**src/rtl/pcmd_pkg.sv**
```systemverilog
package pcmd_pkg;
    // ****************************************
    // register map
    // ****************************************
    localparam logic [11:0] PORT_COMMAND_OFFSET = 12'h004;
    localparam logic [2:0] PORT_COMMAND_FUNC = 3'h0;
    localparam int CMD_W = 16;
    localparam logic [15:0] PORT_COMMAND_RESET = 16'h0000;
    // ****************************************
    // field positions
    // ****************************************
    localparam int BIT_BACK_TO_BACK = 9;
    localparam int BIT_SYS_ERR_MSG = 8;
    localparam int BIT_STEPPING_WAIT = 7;
    localparam int BIT_PARITY_RESP = 6;
    localparam int BIT_PALETTE_SNOOP = 5;
    localparam int BIT_WRITE_INVAL = 4;
    localparam int BIT_SPECIAL_CYCLE = 3;
    // bits owned here that software may change
    localparam logic [15:0] RW_MASK = 16'h0140;
    // ****************************************
    // carriers
    // ****************************************
    typedef struct packed {
        logic valid;
        logic write;
        logic [2:0] func;
        logic [11:0] offset;
        logic [3:0] byte_en;
        logic [31:0] wdata;
    } pcmd_cfg_req_t;

    typedef struct packed {
        logic fatal;
        logic nonfatal;
        logic correctable;
    } pcmd_err_t;
endpackage : pcmd_pkg

```
**src/rtl/pcmd_port_command.sv**
```systemverilog
// Overview of operation
// - bit 9 back-to-back enable reads zero always, writes ignored.
// - bit 8 read-write, reset 0; gates fatal/non-fatal errors onto error pins.
// - error pin reporting also needs matching link device control enables.
// - bridge-type ports forward received fatal/non-fatal messages only when bit 8 set.
// - received correctable messages forward regardless of bit 8.
// - bit 7 stepping wait control reads zero always.
// - bit 6 read-write, reset 0; enables parity checking when set.
// - bit 5 palette snoop enable reads zero always.
// - bit 4 write-invalidate enable reads zero always.
// - bit 3 special cycle enable reads zero always.
// - register decoded at configuration offset 04h of function 0.
// - register is 16 bits; bits 15 to 11 reserved, read zero.
module pcmd_port_command #(
    parameter bit BRIDGE_HEADER = 1'b1
) (
    input wire logic clk,
    input wire logic rst_n,
    input wire pcmd_pkg::pcmd_cfg_req_t cfg_req,
    output logic cfg_ack_ff,
    output logic [31:0] cfg_rdata_ff,
    input wire logic [1:0] link_dev_err_en,
    input wire pcmd_pkg::pcmd_err_t int_err,
    input wire pcmd_pkg::pcmd_err_t rx_err_msg,
    output logic [2:0] err_pin_ff,
    output pcmd_pkg::pcmd_err_t fwd_err_msg_ff,
    output logic parity_check_en_ff,
    output logic [15:0] port_command_ff
);
    // ****************************************
    // decode
    // ****************************************
    logic hit;
    logic [15:0] nxt_cmd;
    logic [15:0] cmd_ff;
    logic sys_err_en;
    logic parity_en;

    assign hit = cfg_req.valid && cfg_req.func == pcmd_pkg::PORT_COMMAND_FUNC
        && cfg_req.offset == pcmd_pkg::PORT_COMMAND_OFFSET;

    // only lanes 0 and 1 carry the command word; status lanes belong elsewhere
    always_comb begin
        nxt_cmd = cmd_ff;
        if (hit && cfg_req.write) begin
            if (cfg_req.byte_en[0]) begin
                nxt_cmd[7:0] = cfg_req.wdata[7:0];
            end
            if (cfg_req.byte_en[1]) begin
                nxt_cmd[15:8] = cfg_req.wdata[15:8];
            end
        end
        nxt_cmd = nxt_cmd & pcmd_pkg::RW_MASK;
    end

    // ****************************************
    // command storage
    // ****************************************
    always_ff @(posedge clk or negedge rst_n) begin
        if (!rst_n) begin
            cmd_ff <= pcmd_pkg::PORT_COMMAND_RESET;
        end else begin
            cmd_ff <= nxt_cmd;
        end
    end

    assign sys_err_en = cmd_ff[pcmd_pkg::BIT_SYS_ERR_MSG];
    assign parity_en = cmd_ff[pcmd_pkg::BIT_PARITY_RESP];

    // ****************************************
    // read path
    // ****************************************
    always_ff @(posedge clk or negedge rst_n) begin
        if (!rst_n) begin
            cfg_ack_ff <= 1'b0;
            cfg_rdata_ff <= 32'h0000_0000;
        end else begin
            cfg_ack_ff <= hit;
            // bits 15:11 and hardwired fields come out of the mask as zero
            cfg_rdata_ff <= (hit && !cfg_req.write) ?
                {16'h0000, cmd_ff & pcmd_pkg::RW_MASK} : 32'h0000_0000;
        end
    end

    // ****************************************
    // error signalling
    // ****************************************
    // pin 2 fatal, pin 1 non-fatal, pin 0 correctable (not gated by bit 8)
    always_ff @(posedge clk or negedge rst_n) begin
        if (!rst_n) begin
            err_pin_ff <= 3'h0;
        end else begin
            err_pin_ff[2] <= int_err.fatal && sys_err_en && link_dev_err_en[1];
            err_pin_ff[1] <= int_err.nonfatal && sys_err_en && link_dev_err_en[0];
            err_pin_ff[0] <= int_err.correctable;
        end
    end

    always_ff @(posedge clk or negedge rst_n) begin
        if (!rst_n) begin
            fwd_err_msg_ff <= '0;
        end else begin
            fwd_err_msg_ff.fatal <= BRIDGE_HEADER && sys_err_en && rx_err_msg.fatal;
            fwd_err_msg_ff.nonfatal <= BRIDGE_HEADER && sys_err_en && rx_err_msg.nonfatal;
            fwd_err_msg_ff.correctable <= rx_err_msg.correctable;
        end
    end

    always_ff @(posedge clk or negedge rst_n) begin
        if (!rst_n) begin
            parity_check_en_ff <= 1'b0;
            port_command_ff <= pcmd_pkg::PORT_COMMAND_RESET;
        end else begin
            parity_check_en_ff <= parity_en;
            port_command_ff <= cmd_ff;
        end
    end

    // ****************************************
    // checks
    // ****************************************
    property p_hardwired_zero;
        @(posedge clk) disable iff (!rst_n)
        cfg_ack_ff |-> (cfg_rdata_ff[31:9] == 23'h0 && cfg_rdata_ff[7] == 1'b0
            && cfg_rdata_ff[5:0] == 6'h0);
    endproperty
    a_hardwired_zero: assert property (p_hardwired_zero)
        else $error("hardwired command bit read nonzero");

    property p_write_then_read;
        @(posedge clk) disable iff (!rst_n)
        (hit && cfg_req.write && cfg_req.byte_en[1]) ##1 (hit && !cfg_req.write)
            |=> cfg_rdata_ff[8] == $past(cfg_req.wdata[8], 2);
    endproperty
    a_write_then_read: assert property (p_write_then_read)
        else $error("error message enable readback mismatch");

    property p_fatal_gate;
        @(posedge clk) disable iff (!rst_n)
        err_pin_ff[2] |-> $past(sys_err_en) && $past(link_dev_err_en[1]);
    endproperty
    a_fatal_gate: assert property (p_fatal_gate)
        else $error("fatal error pin without both enables");

    property p_fwd_gate;
        @(posedge clk) disable iff (!rst_n)
        (fwd_err_msg_ff.fatal || fwd_err_msg_ff.nonfatal) |-> $past(sys_err_en);
    endproperty
    a_fwd_gate: assert property (p_fwd_gate)
        else $error("message forwarded while disabled");

    property p_cor_free;
        @(posedge clk) disable iff (!rst_n)
        rx_err_msg.correctable |=> fwd_err_msg_ff.correctable;
    endproperty
    a_cor_free: assert property (p_cor_free)
        else $error("correctable message dropped");

    property p_parity;
        @(posedge clk) disable iff (!rst_n)
        parity_en |=> parity_check_en_ff;
    endproperty
    a_parity: assert property (p_parity)
        else $error("parity enable not propagated");

    property p_ack;
        @(posedge clk) disable iff (!rst_n)
        hit |=> cfg_ack_ff;
    endproperty
    a_ack: assert property (p_ack)
        else $error("decoded access not acknowledged");

    property p_hold;
        @(posedge clk) disable iff (!rst_n)
        !hit |=> $stable(cmd_ff);
    endproperty
    a_hold: assert property (p_hold)
        else $error("command changed without write");

    // ****************************************
    // checks per field
    // ****************************************
    property p_b2b_write;
        @(posedge clk) disable iff (!rst_n)
        hit && cfg_req.write && cfg_req.byte_en[1] && cfg_req.wdata[pcmd_pkg::BIT_BACK_TO_BACK]
            |=> !cmd_ff[pcmd_pkg::BIT_BACK_TO_BACK];
    endproperty
    a_b2b_write: assert property (p_b2b_write)
        else $error("back-to-back enable took a written one");

    property p_step_write;
        @(posedge clk) disable iff (!rst_n)
        hit && cfg_req.write && cfg_req.byte_en[0] && cfg_req.wdata[pcmd_pkg::BIT_STEPPING_WAIT]
            |=> !cmd_ff[pcmd_pkg::BIT_STEPPING_WAIT];
    endproperty
    a_step_write: assert property (p_step_write)
        else $error("stepping wait control took a written one");

    property p_snoop_write;
        @(posedge clk) disable iff (!rst_n)
        hit && cfg_req.write && cfg_req.byte_en[0] && cfg_req.wdata[pcmd_pkg::BIT_PALETTE_SNOOP]
            |=> !cmd_ff[pcmd_pkg::BIT_PALETTE_SNOOP];
    endproperty
    a_snoop_write: assert property (p_snoop_write)
        else $error("palette snoop enable took a written one");

    property p_inval_write;
        @(posedge clk) disable iff (!rst_n)
        hit && cfg_req.write && cfg_req.byte_en[0] && cfg_req.wdata[pcmd_pkg::BIT_WRITE_INVAL]
            |=> !cmd_ff[pcmd_pkg::BIT_WRITE_INVAL];
    endproperty
    a_inval_write: assert property (p_inval_write)
        else $error("write invalidate enable took a written one");

    property p_special_write;
        @(posedge clk) disable iff (!rst_n)
        hit && cfg_req.write && cfg_req.byte_en[0] && cfg_req.wdata[pcmd_pkg::BIT_SPECIAL_CYCLE]
            |=> !cmd_ff[pcmd_pkg::BIT_SPECIAL_CYCLE];
    endproperty
    a_special_write: assert property (p_special_write)
        else $error("special cycle enable took a written one");

    property p_reserved_write;
        @(posedge clk) disable iff (!rst_n)
        hit && cfg_req.write |=> (cmd_ff & ~pcmd_pkg::RW_MASK) == 16'h0000;
    endproperty
    a_reserved_write: assert property (p_reserved_write)
        else $error("reserved command bits took a write");

    property p_err_en_write;
        @(posedge clk) disable iff (!rst_n)
        hit && cfg_req.write && cfg_req.byte_en[1]
            |=> sys_err_en == $past(cfg_req.wdata[pcmd_pkg::BIT_SYS_ERR_MSG]);
    endproperty
    a_err_en_write: assert property (p_err_en_write)
        else $error("error message enable did not take the write");

    property p_parity_write;
        @(posedge clk) disable iff (!rst_n)
        hit && cfg_req.write && cfg_req.byte_en[0]
            |=> parity_en == $past(cfg_req.wdata[pcmd_pkg::BIT_PARITY_RESP]);
    endproperty
    a_parity_write: assert property (p_parity_write)
        else $error("parity response enable did not take the write");

    // ****************************************
    // checks on error paths
    // ****************************************
    property p_nonfatal_gate;
        @(posedge clk) disable iff (!rst_n)
        err_pin_ff[1] |-> $past(sys_err_en) && $past(link_dev_err_en[0]);
    endproperty
    a_nonfatal_gate: assert property (p_nonfatal_gate)
        else $error("non-fatal error pin without both enables");

    property p_fatal_pass;
        @(posedge clk) disable iff (!rst_n)
        int_err.fatal && sys_err_en && link_dev_err_en[1] |=> err_pin_ff[2];
    endproperty
    a_fatal_pass: assert property (p_fatal_pass)
        else $error("enabled fatal error not signalled");

    property p_nonfatal_pass;
        @(posedge clk) disable iff (!rst_n)
        int_err.nonfatal && sys_err_en && link_dev_err_en[0] |=> err_pin_ff[1];
    endproperty
    a_nonfatal_pass: assert property (p_nonfatal_pass)
        else $error("enabled non-fatal error not signalled");

    property p_pin_quiet;
        @(posedge clk) disable iff (!rst_n)
        !sys_err_en |=> !err_pin_ff[2] && !err_pin_ff[1];
    endproperty
    a_pin_quiet: assert property (p_pin_quiet)
        else $error("error pin raised while bit 8 clear");

    property p_fwd_fatal_pass;
        @(posedge clk) disable iff (!rst_n)
        BRIDGE_HEADER && sys_err_en && rx_err_msg.fatal |=> fwd_err_msg_ff.fatal;
    endproperty
    a_fwd_fatal_pass: assert property (p_fwd_fatal_pass)
        else $error("enabled fatal message not forwarded");

    property p_fwd_nonfatal_pass;
        @(posedge clk) disable iff (!rst_n)
        BRIDGE_HEADER && sys_err_en && rx_err_msg.nonfatal |=> fwd_err_msg_ff.nonfatal;
    endproperty
    a_fwd_nonfatal_pass: assert property (p_fwd_nonfatal_pass)
        else $error("enabled non-fatal message not forwarded");

    property p_cor_quiet;
        @(posedge clk) disable iff (!rst_n)
        !rx_err_msg.correctable |=> !fwd_err_msg_ff.correctable;
    endproperty
    a_cor_quiet: assert property (p_cor_quiet)
        else $error("correctable message forwarded without receipt");

    // ****************************************
    // checks on copies and decode
    // ****************************************
    property p_parity_off;
        @(posedge clk) disable iff (!rst_n)
        !parity_en |=> !parity_check_en_ff;
    endproperty
    a_parity_off: assert property (p_parity_off)
        else $error("parity checking on while disabled");

    property p_no_ack;
        @(posedge clk) disable iff (!rst_n)
        !hit |=> !cfg_ack_ff;
    endproperty
    a_no_ack: assert property (p_no_ack)
        else $error("undecoded access acknowledged");

    property p_copy;
        @(posedge clk) disable iff (!rst_n)
        port_command_ff == $past(cmd_ff);
    endproperty
    a_copy: assert property (p_copy)
        else $error("command copy does not follow register");
endmodule : pcmd_port_command

```
**config.mk**
```make
export PLATFORM = sky130hd
export DESIGN_NAME = pcmd_port_command
export DESIGN_NICKNAME = d
export VERILOG_FILES = /design/src/rtl/pcmd_pkg.sv /design/src/rtl/pcmd_port_command.sv
export SDC_FILE = /design/constraint.sdc
export NUM_CORES = 1
export LEC_CHECK = 0
export BUFFER_PORTS_ARGS = -buffer_cell sky130_fd_sc_hd__buf_4
export CELL_PAD_IN_SITES_DETAIL_PLACEMENT = 1
export CELL_PAD_IN_SITES_GLOBAL_PLACEMENT = 1
export CORE_ASPECT_RATIO = 0.75
export CORE_MARGIN = 2
export CORE_UTILIZATION = 16
export CTS_CLUSTER_DIAMETER = 30
export DETAILED_ROUTE_END_ITERATION = 7
export GPL_ROUTABILITY_DRIVEN = 0
export PLACE_DENSITY_LB_ADDON = 0.2
export SYNTH_ARGS = -nofsm -noshare
export SYNTH_HDL_FRONTEND = slang
export SYNTH_SLANG_ARGS = --single-unit
```
**constraint.sdc**
```tcl
create_clock -name clk -period 0.8 [get_ports clk]
set_input_delay 0.08 -clock clk [delete_from_list [all_inputs] [get_ports clk]]
set_output_delay 0.08 -clock clk [all_outputs]
set_load 0.005 [all_outputs]
```
## Word-level counts from Yosys, hierarchy flattened

Index checks and enable logic that the tools add are counted.

- Muxes and demuxes: 1
- Reductions and logical operators: 14
- Eq/ne operators: 1

Operators by type and width:

| cell | count |
|---|---|
| 12-bit by 3-bit equality test with 1-bit output (second input constant) | 1 |
| 1-bit logical AND | 10 |
| 9-bit 2-to-1 mux | 1 |
| 2-bit AND reduction | 2 |
| 3-bit logical NOT | 1 |
| 1-bit logical NOT | 1 |

- Word-level logic and storage cells: 26
- Input port bits: 63
- Bits in registers: 21

## Depth between registers and ports, before layout

- Depth after elaboration: 5
- Depth in mapped cells: 4
- Gate-level depth less buffers: 4

## Worst setup path before layout

OpenSTA, ideal clock, no wires.

- Path type: input port to flip-flop
- From: input port cfg_req[39] in the netlist's numbering
- To: register cmd_ff[6]
- Slack: -0.273 ns
- Stages on the path: 4
- Path buffers: 0
- Library setup time: 0.125 ns
- Arrival time: 0.948 ns
- Cells stage by stage: nor4b_2 and4_1 nand3_1 mux2_4

- Longest elaborated chain between the ends: 4

Ends and longest elaborated chain:

| item | RTL line | source |
|---|---|---|
| from (decl) | pcmd_port_command.sv:19 | `input wire pcmd_pkg::pcmd_cfg_req_t cfg_req,` |
| 12-bit by 3-bit equality test with 1-bit output | pcmd_port_command.sv:40 | `&& cfg_req.offset == pcmd_pkg::PORT_COMMAND_OFFSET;` |
| 1-bit logical AND | pcmd_port_command.sv:40 |  |
| via hit | pcmd_port_command.sv:33 | `logic hit;` |
| 1-bit logical AND | pcmd_port_command.sv:45 | `if (hit && cfg_req.write) begin` |
| 2-bit AND reduction (no line) | - |  |
| to (signal assigned) | pcmd_port_command.sv:61 | `cmd_ff <= pcmd_pkg::PORT_COMMAND_RESET;` |
| to (signal assigned) | pcmd_port_command.sv:63 | `cmd_ff <= nxt_cmd;` |
| to (decl) | pcmd_port_command.sv:35 | `logic [15:0] cmd_ff;` |

The timed path passes the listed nets, and every way through them passes these cells.
A chain may end at the register's enable or synchronous reset.

## Worst setup path after layout

- From: input port cfg_req[50] in the netlist's numbering
- To: register cmd_ff[8]

- Longest elaborated chain between the ends: 5

Ends and longest elaborated chain:

| item | RTL line | source |
|---|---|---|
| 3-bit logical NOT | pcmd_port_command.sv:39 | `assign hit = cfg_req.valid && cfg_req.func == pcmd_pkg::PORT_COMMAND_FUNC` |
| 1-bit logical AND | pcmd_port_command.sv:39 |  |
| 1-bit logical AND | pcmd_port_command.sv:40 |  |
| via hit | pcmd_port_command.sv:33 |  |
| 1-bit logical AND | pcmd_port_command.sv:45 |  |
| 2-bit AND reduction (no line) | - |  |

The timed path passes the listed nets, and every way through them passes these cells.

==> run summary <==
The library cell used most frequently in the layout, excluding fill and tap cells, is conb_1. The clock-pin slew on the worst setup and hold paths is 0.05 ns. The critical path is of the in -> reg type. The run gives 40.56% as the sequential share of the synthesized area. The cell at the root of the clock tree is clkbuf_8. The detail route stage leaves a number of antenna-violating nets equal to 0.

The met3 layer wire length in the routed design is 287 microns, and the worst slack at placement is -0.5243 ns. Flip-flop and latch count after synthesis: 13. Setup repair after global routing could not meet its margin everywhere.

The logs give 2 for the number of buffers on the longest clock path and 0.0006209 ns for the worst-case clock skew. The wire length on met2 was 945 microns; the horizontal extent of the die was 85.75 microns. The number of violations reported at the end of detailed-routing iteration 0 was 12; the diode insertion count for antenna repair was 0. Setup violations remaining at the end of the flow were counted as 12.

Average wire per cell in the routed design: 10.30 microns. The final reports fail on DRC, setup timing. After routing, the total negative slack on setup checks comes to -0.6587 ns. After synthesis, the mean cell area works out to 10.69 sq um. The startpoint identified for the worst hold timing path is rx_err_msg[1]. Port buffering added 42 buffers.

The net count reported at finish was 187; the register area was 325.3 sq um. Once detailed placement completed, the half-perimeter wirelength came to 1521 microns. For the worst setup slack after layout, the log shows -0.1585 ns. The multi-input logic area is 361.6 sq um, and the total clock buffers created by CTS is 3. Global routing used 6.620% of the available tracks across all layers. The count of pins on the block boundary came out at 119. The total power density per cell area is 1214 nW/um^2.

STA puts the critical path data required time at 0.92 ns. After detailed routing, the number of remaining DRC violations is 5. The routed wire length is 1885 microns. The detailed router put a total of 652 microns of wire on met1. In the routed layout, each cell is associated on average with a via count of 3.044. The post-synthesis instance area was 802.0 sq um.

The top cell types in the final layout, fill and taps aside, are conb_1 (44), buf_4 (26), buf_6 (17). The leakage dissipation is 0.6544 nW. The final instance area was 1224 sq um. The type of element capturing the critical path is a register. In this run the top signal layer used is met3.

STA classifies the critical path startpoint as an input port. The most critical setup path has its startpoint at cfg_req[50]. The number of antenna violations at the first check in global routing was 0. The final number of hold-violating endpoints was 0. After detailed placement, the total cell area comes to 1023 sq um.

The total area inside the core boundary comes to 4872 sq um. Across the run, the number of max-cap violations was 0. Global-route wire length before repair: 2801 microns. The flow ran to the end, but the final reports show violations. The count of H-tree levels built during CTS is 1, and the starting utilization of the core area is 16.46%. The layout has 565 filler cells.

Along the worst path, the maximum fanout reaches 3. From synthesis to final layout, the design area changed by 52.57%. The final max-slew violation count is 0, and the final clock period utilization by the worst path is 119.8%. The clock latency of the later-clocked register in the worst-skew pair was 0.24 ns.

For this run, the number of Yosys warnings is 0. The number of distinct library cell variants in the gate-level netlist after synthesis was 11. The first detailed-routing pass took 6 iterations.

The worst path needs 0.9585 ns of the cycle, external delays included. Based on the critical path, the design can be clocked at up to 1043 MHz. The startpoint of the most critical register-to-register path was cmd_ff[8]$_DFFE_PN0P_. The fraction of layout cells with a size suffix above 1 was 46.34%. The pin count of the biggest net entering global routing came out at 14.

Worst-case hold slack: 0.05445 ns. The worst min-delay path class was in -> reg. For the number of instances in the synthesized netlist, the log shows 75. The worst path arrival time is 1.08 ns, and the number of sinks driven by the clock tree is 13. The design draws 1.485 mW.

From bottom edge to top edge, the die measures 65.32 microns. Across the VDD grid, the largest voltage drop is 270.1 uV. The die covers 5601 sq um. TritonCTS built the clock tree. The global-route congestion overflow total came out at 0.

The logs give 544 for the number of global-route vias before repair and 557 for the total vias in the final route. For the site row count, the log shows 22.
[logic make-up after synthesis]
logic type,Yosys count,share of synthesized area (%)
flip-flops,13,40.56
multiplexers,2,3.744
buffers and inverters,45,42.12
AND/OR/NAND/NOR,14,13.10
other,1,0.4676
[worst paths after layout]
kind	cells after the start	endpoint	slack (ns)
max	5	cmd_ff[8]$_DFFE_PN0P_	-0.16
min	2	fwd_err_msg_ff[1]$_DFF_PN0_	0.05
max reg2reg	1	cmd_ff[8]$_DFFE_PN0P_	-0.03
min reg2reg	0	port_command_ff[6]$_DFF_PN0_	0.41
max in group asynchronous	2	err_pin_ff[1]$_DFF_PN0_	0.39
min in group asynchronous	2	err_pin_ff[0]$_DFF_PN0_	0.24
[power by group]
group          switching, mW  internal, mW  leakage [nW]
registers            0.00232         0.663         0.177
logic                  0.113         0.132         0.455
clock network          0.224         0.351        0.0228
total                  0.339          1.15         0.654
[per-layer routing]
metal / global-route usage [%] / up-vias
li1: - / 248
met1: 7.187 / 251
met4: 2.381 / 0
met2: 11.91 / 58
met5: 0 / -
met3: 2.387 / 0
[registers in the layout, indices dropped and copies added (netlist names)]
signal and flops:
cmd_ff 2, port_command_ff 2, err_pin_ff 3, fwd_err_msg_ff 3, cfg_ack_ff 1, cfg_rdata_ff 2
[repair_timing]
item | 4_1_cts | 5_1_grt
pin swaps | 4 | 3
hold buffers | 3 | 0
gates resized for setup | 25 | 3
buffers inserted | 0 | 0
hold endpoints to repair | 15 | 0
setup endpoints to repair | 16 | 16
[Yosys cell counts (all sizes together)]
master | number | share of area [%]
and2 | 4 | 3.1
dfrtp | 13 | 41
nor4 | 2 | 1.6
mux2 | 2 | 3.7
conb | 1 | 0.47
nor2b | 1 | 0.78
and4 | 1 | 1.1
buf | 45 | 42
nand3 | 2 | 1.2
nor4b | 2 | 3.7
and3 | 2 | 1.6
[through the flow]
step / utilization, % / std cells
2_1_floorplan: - / 118
3_3_place_gp: 21.01 / 176
3_5_place_dp: 21.01 / 176
4_1_cts: 24.91 / 183
5_1_grt: 25.12 / 183
6_report: 25.12 / 183
[worst max-delay path: stages]
cell     delay (ns)
buf_6          0.10
nor4_4         0.26
and4_4         0.28
nand3_2        0.07
mux2_4         0.29
[final cells by class]
cell class | count | area share (%)
multi-input cells | 60 | 29.55
repair buffers | 46 | 34.05
well taps | 60 | 6.135
clock buffers | 4 | 3.681
flip-flops and latches | 13 | 26.58
Power figures use the tool's default switching activity.
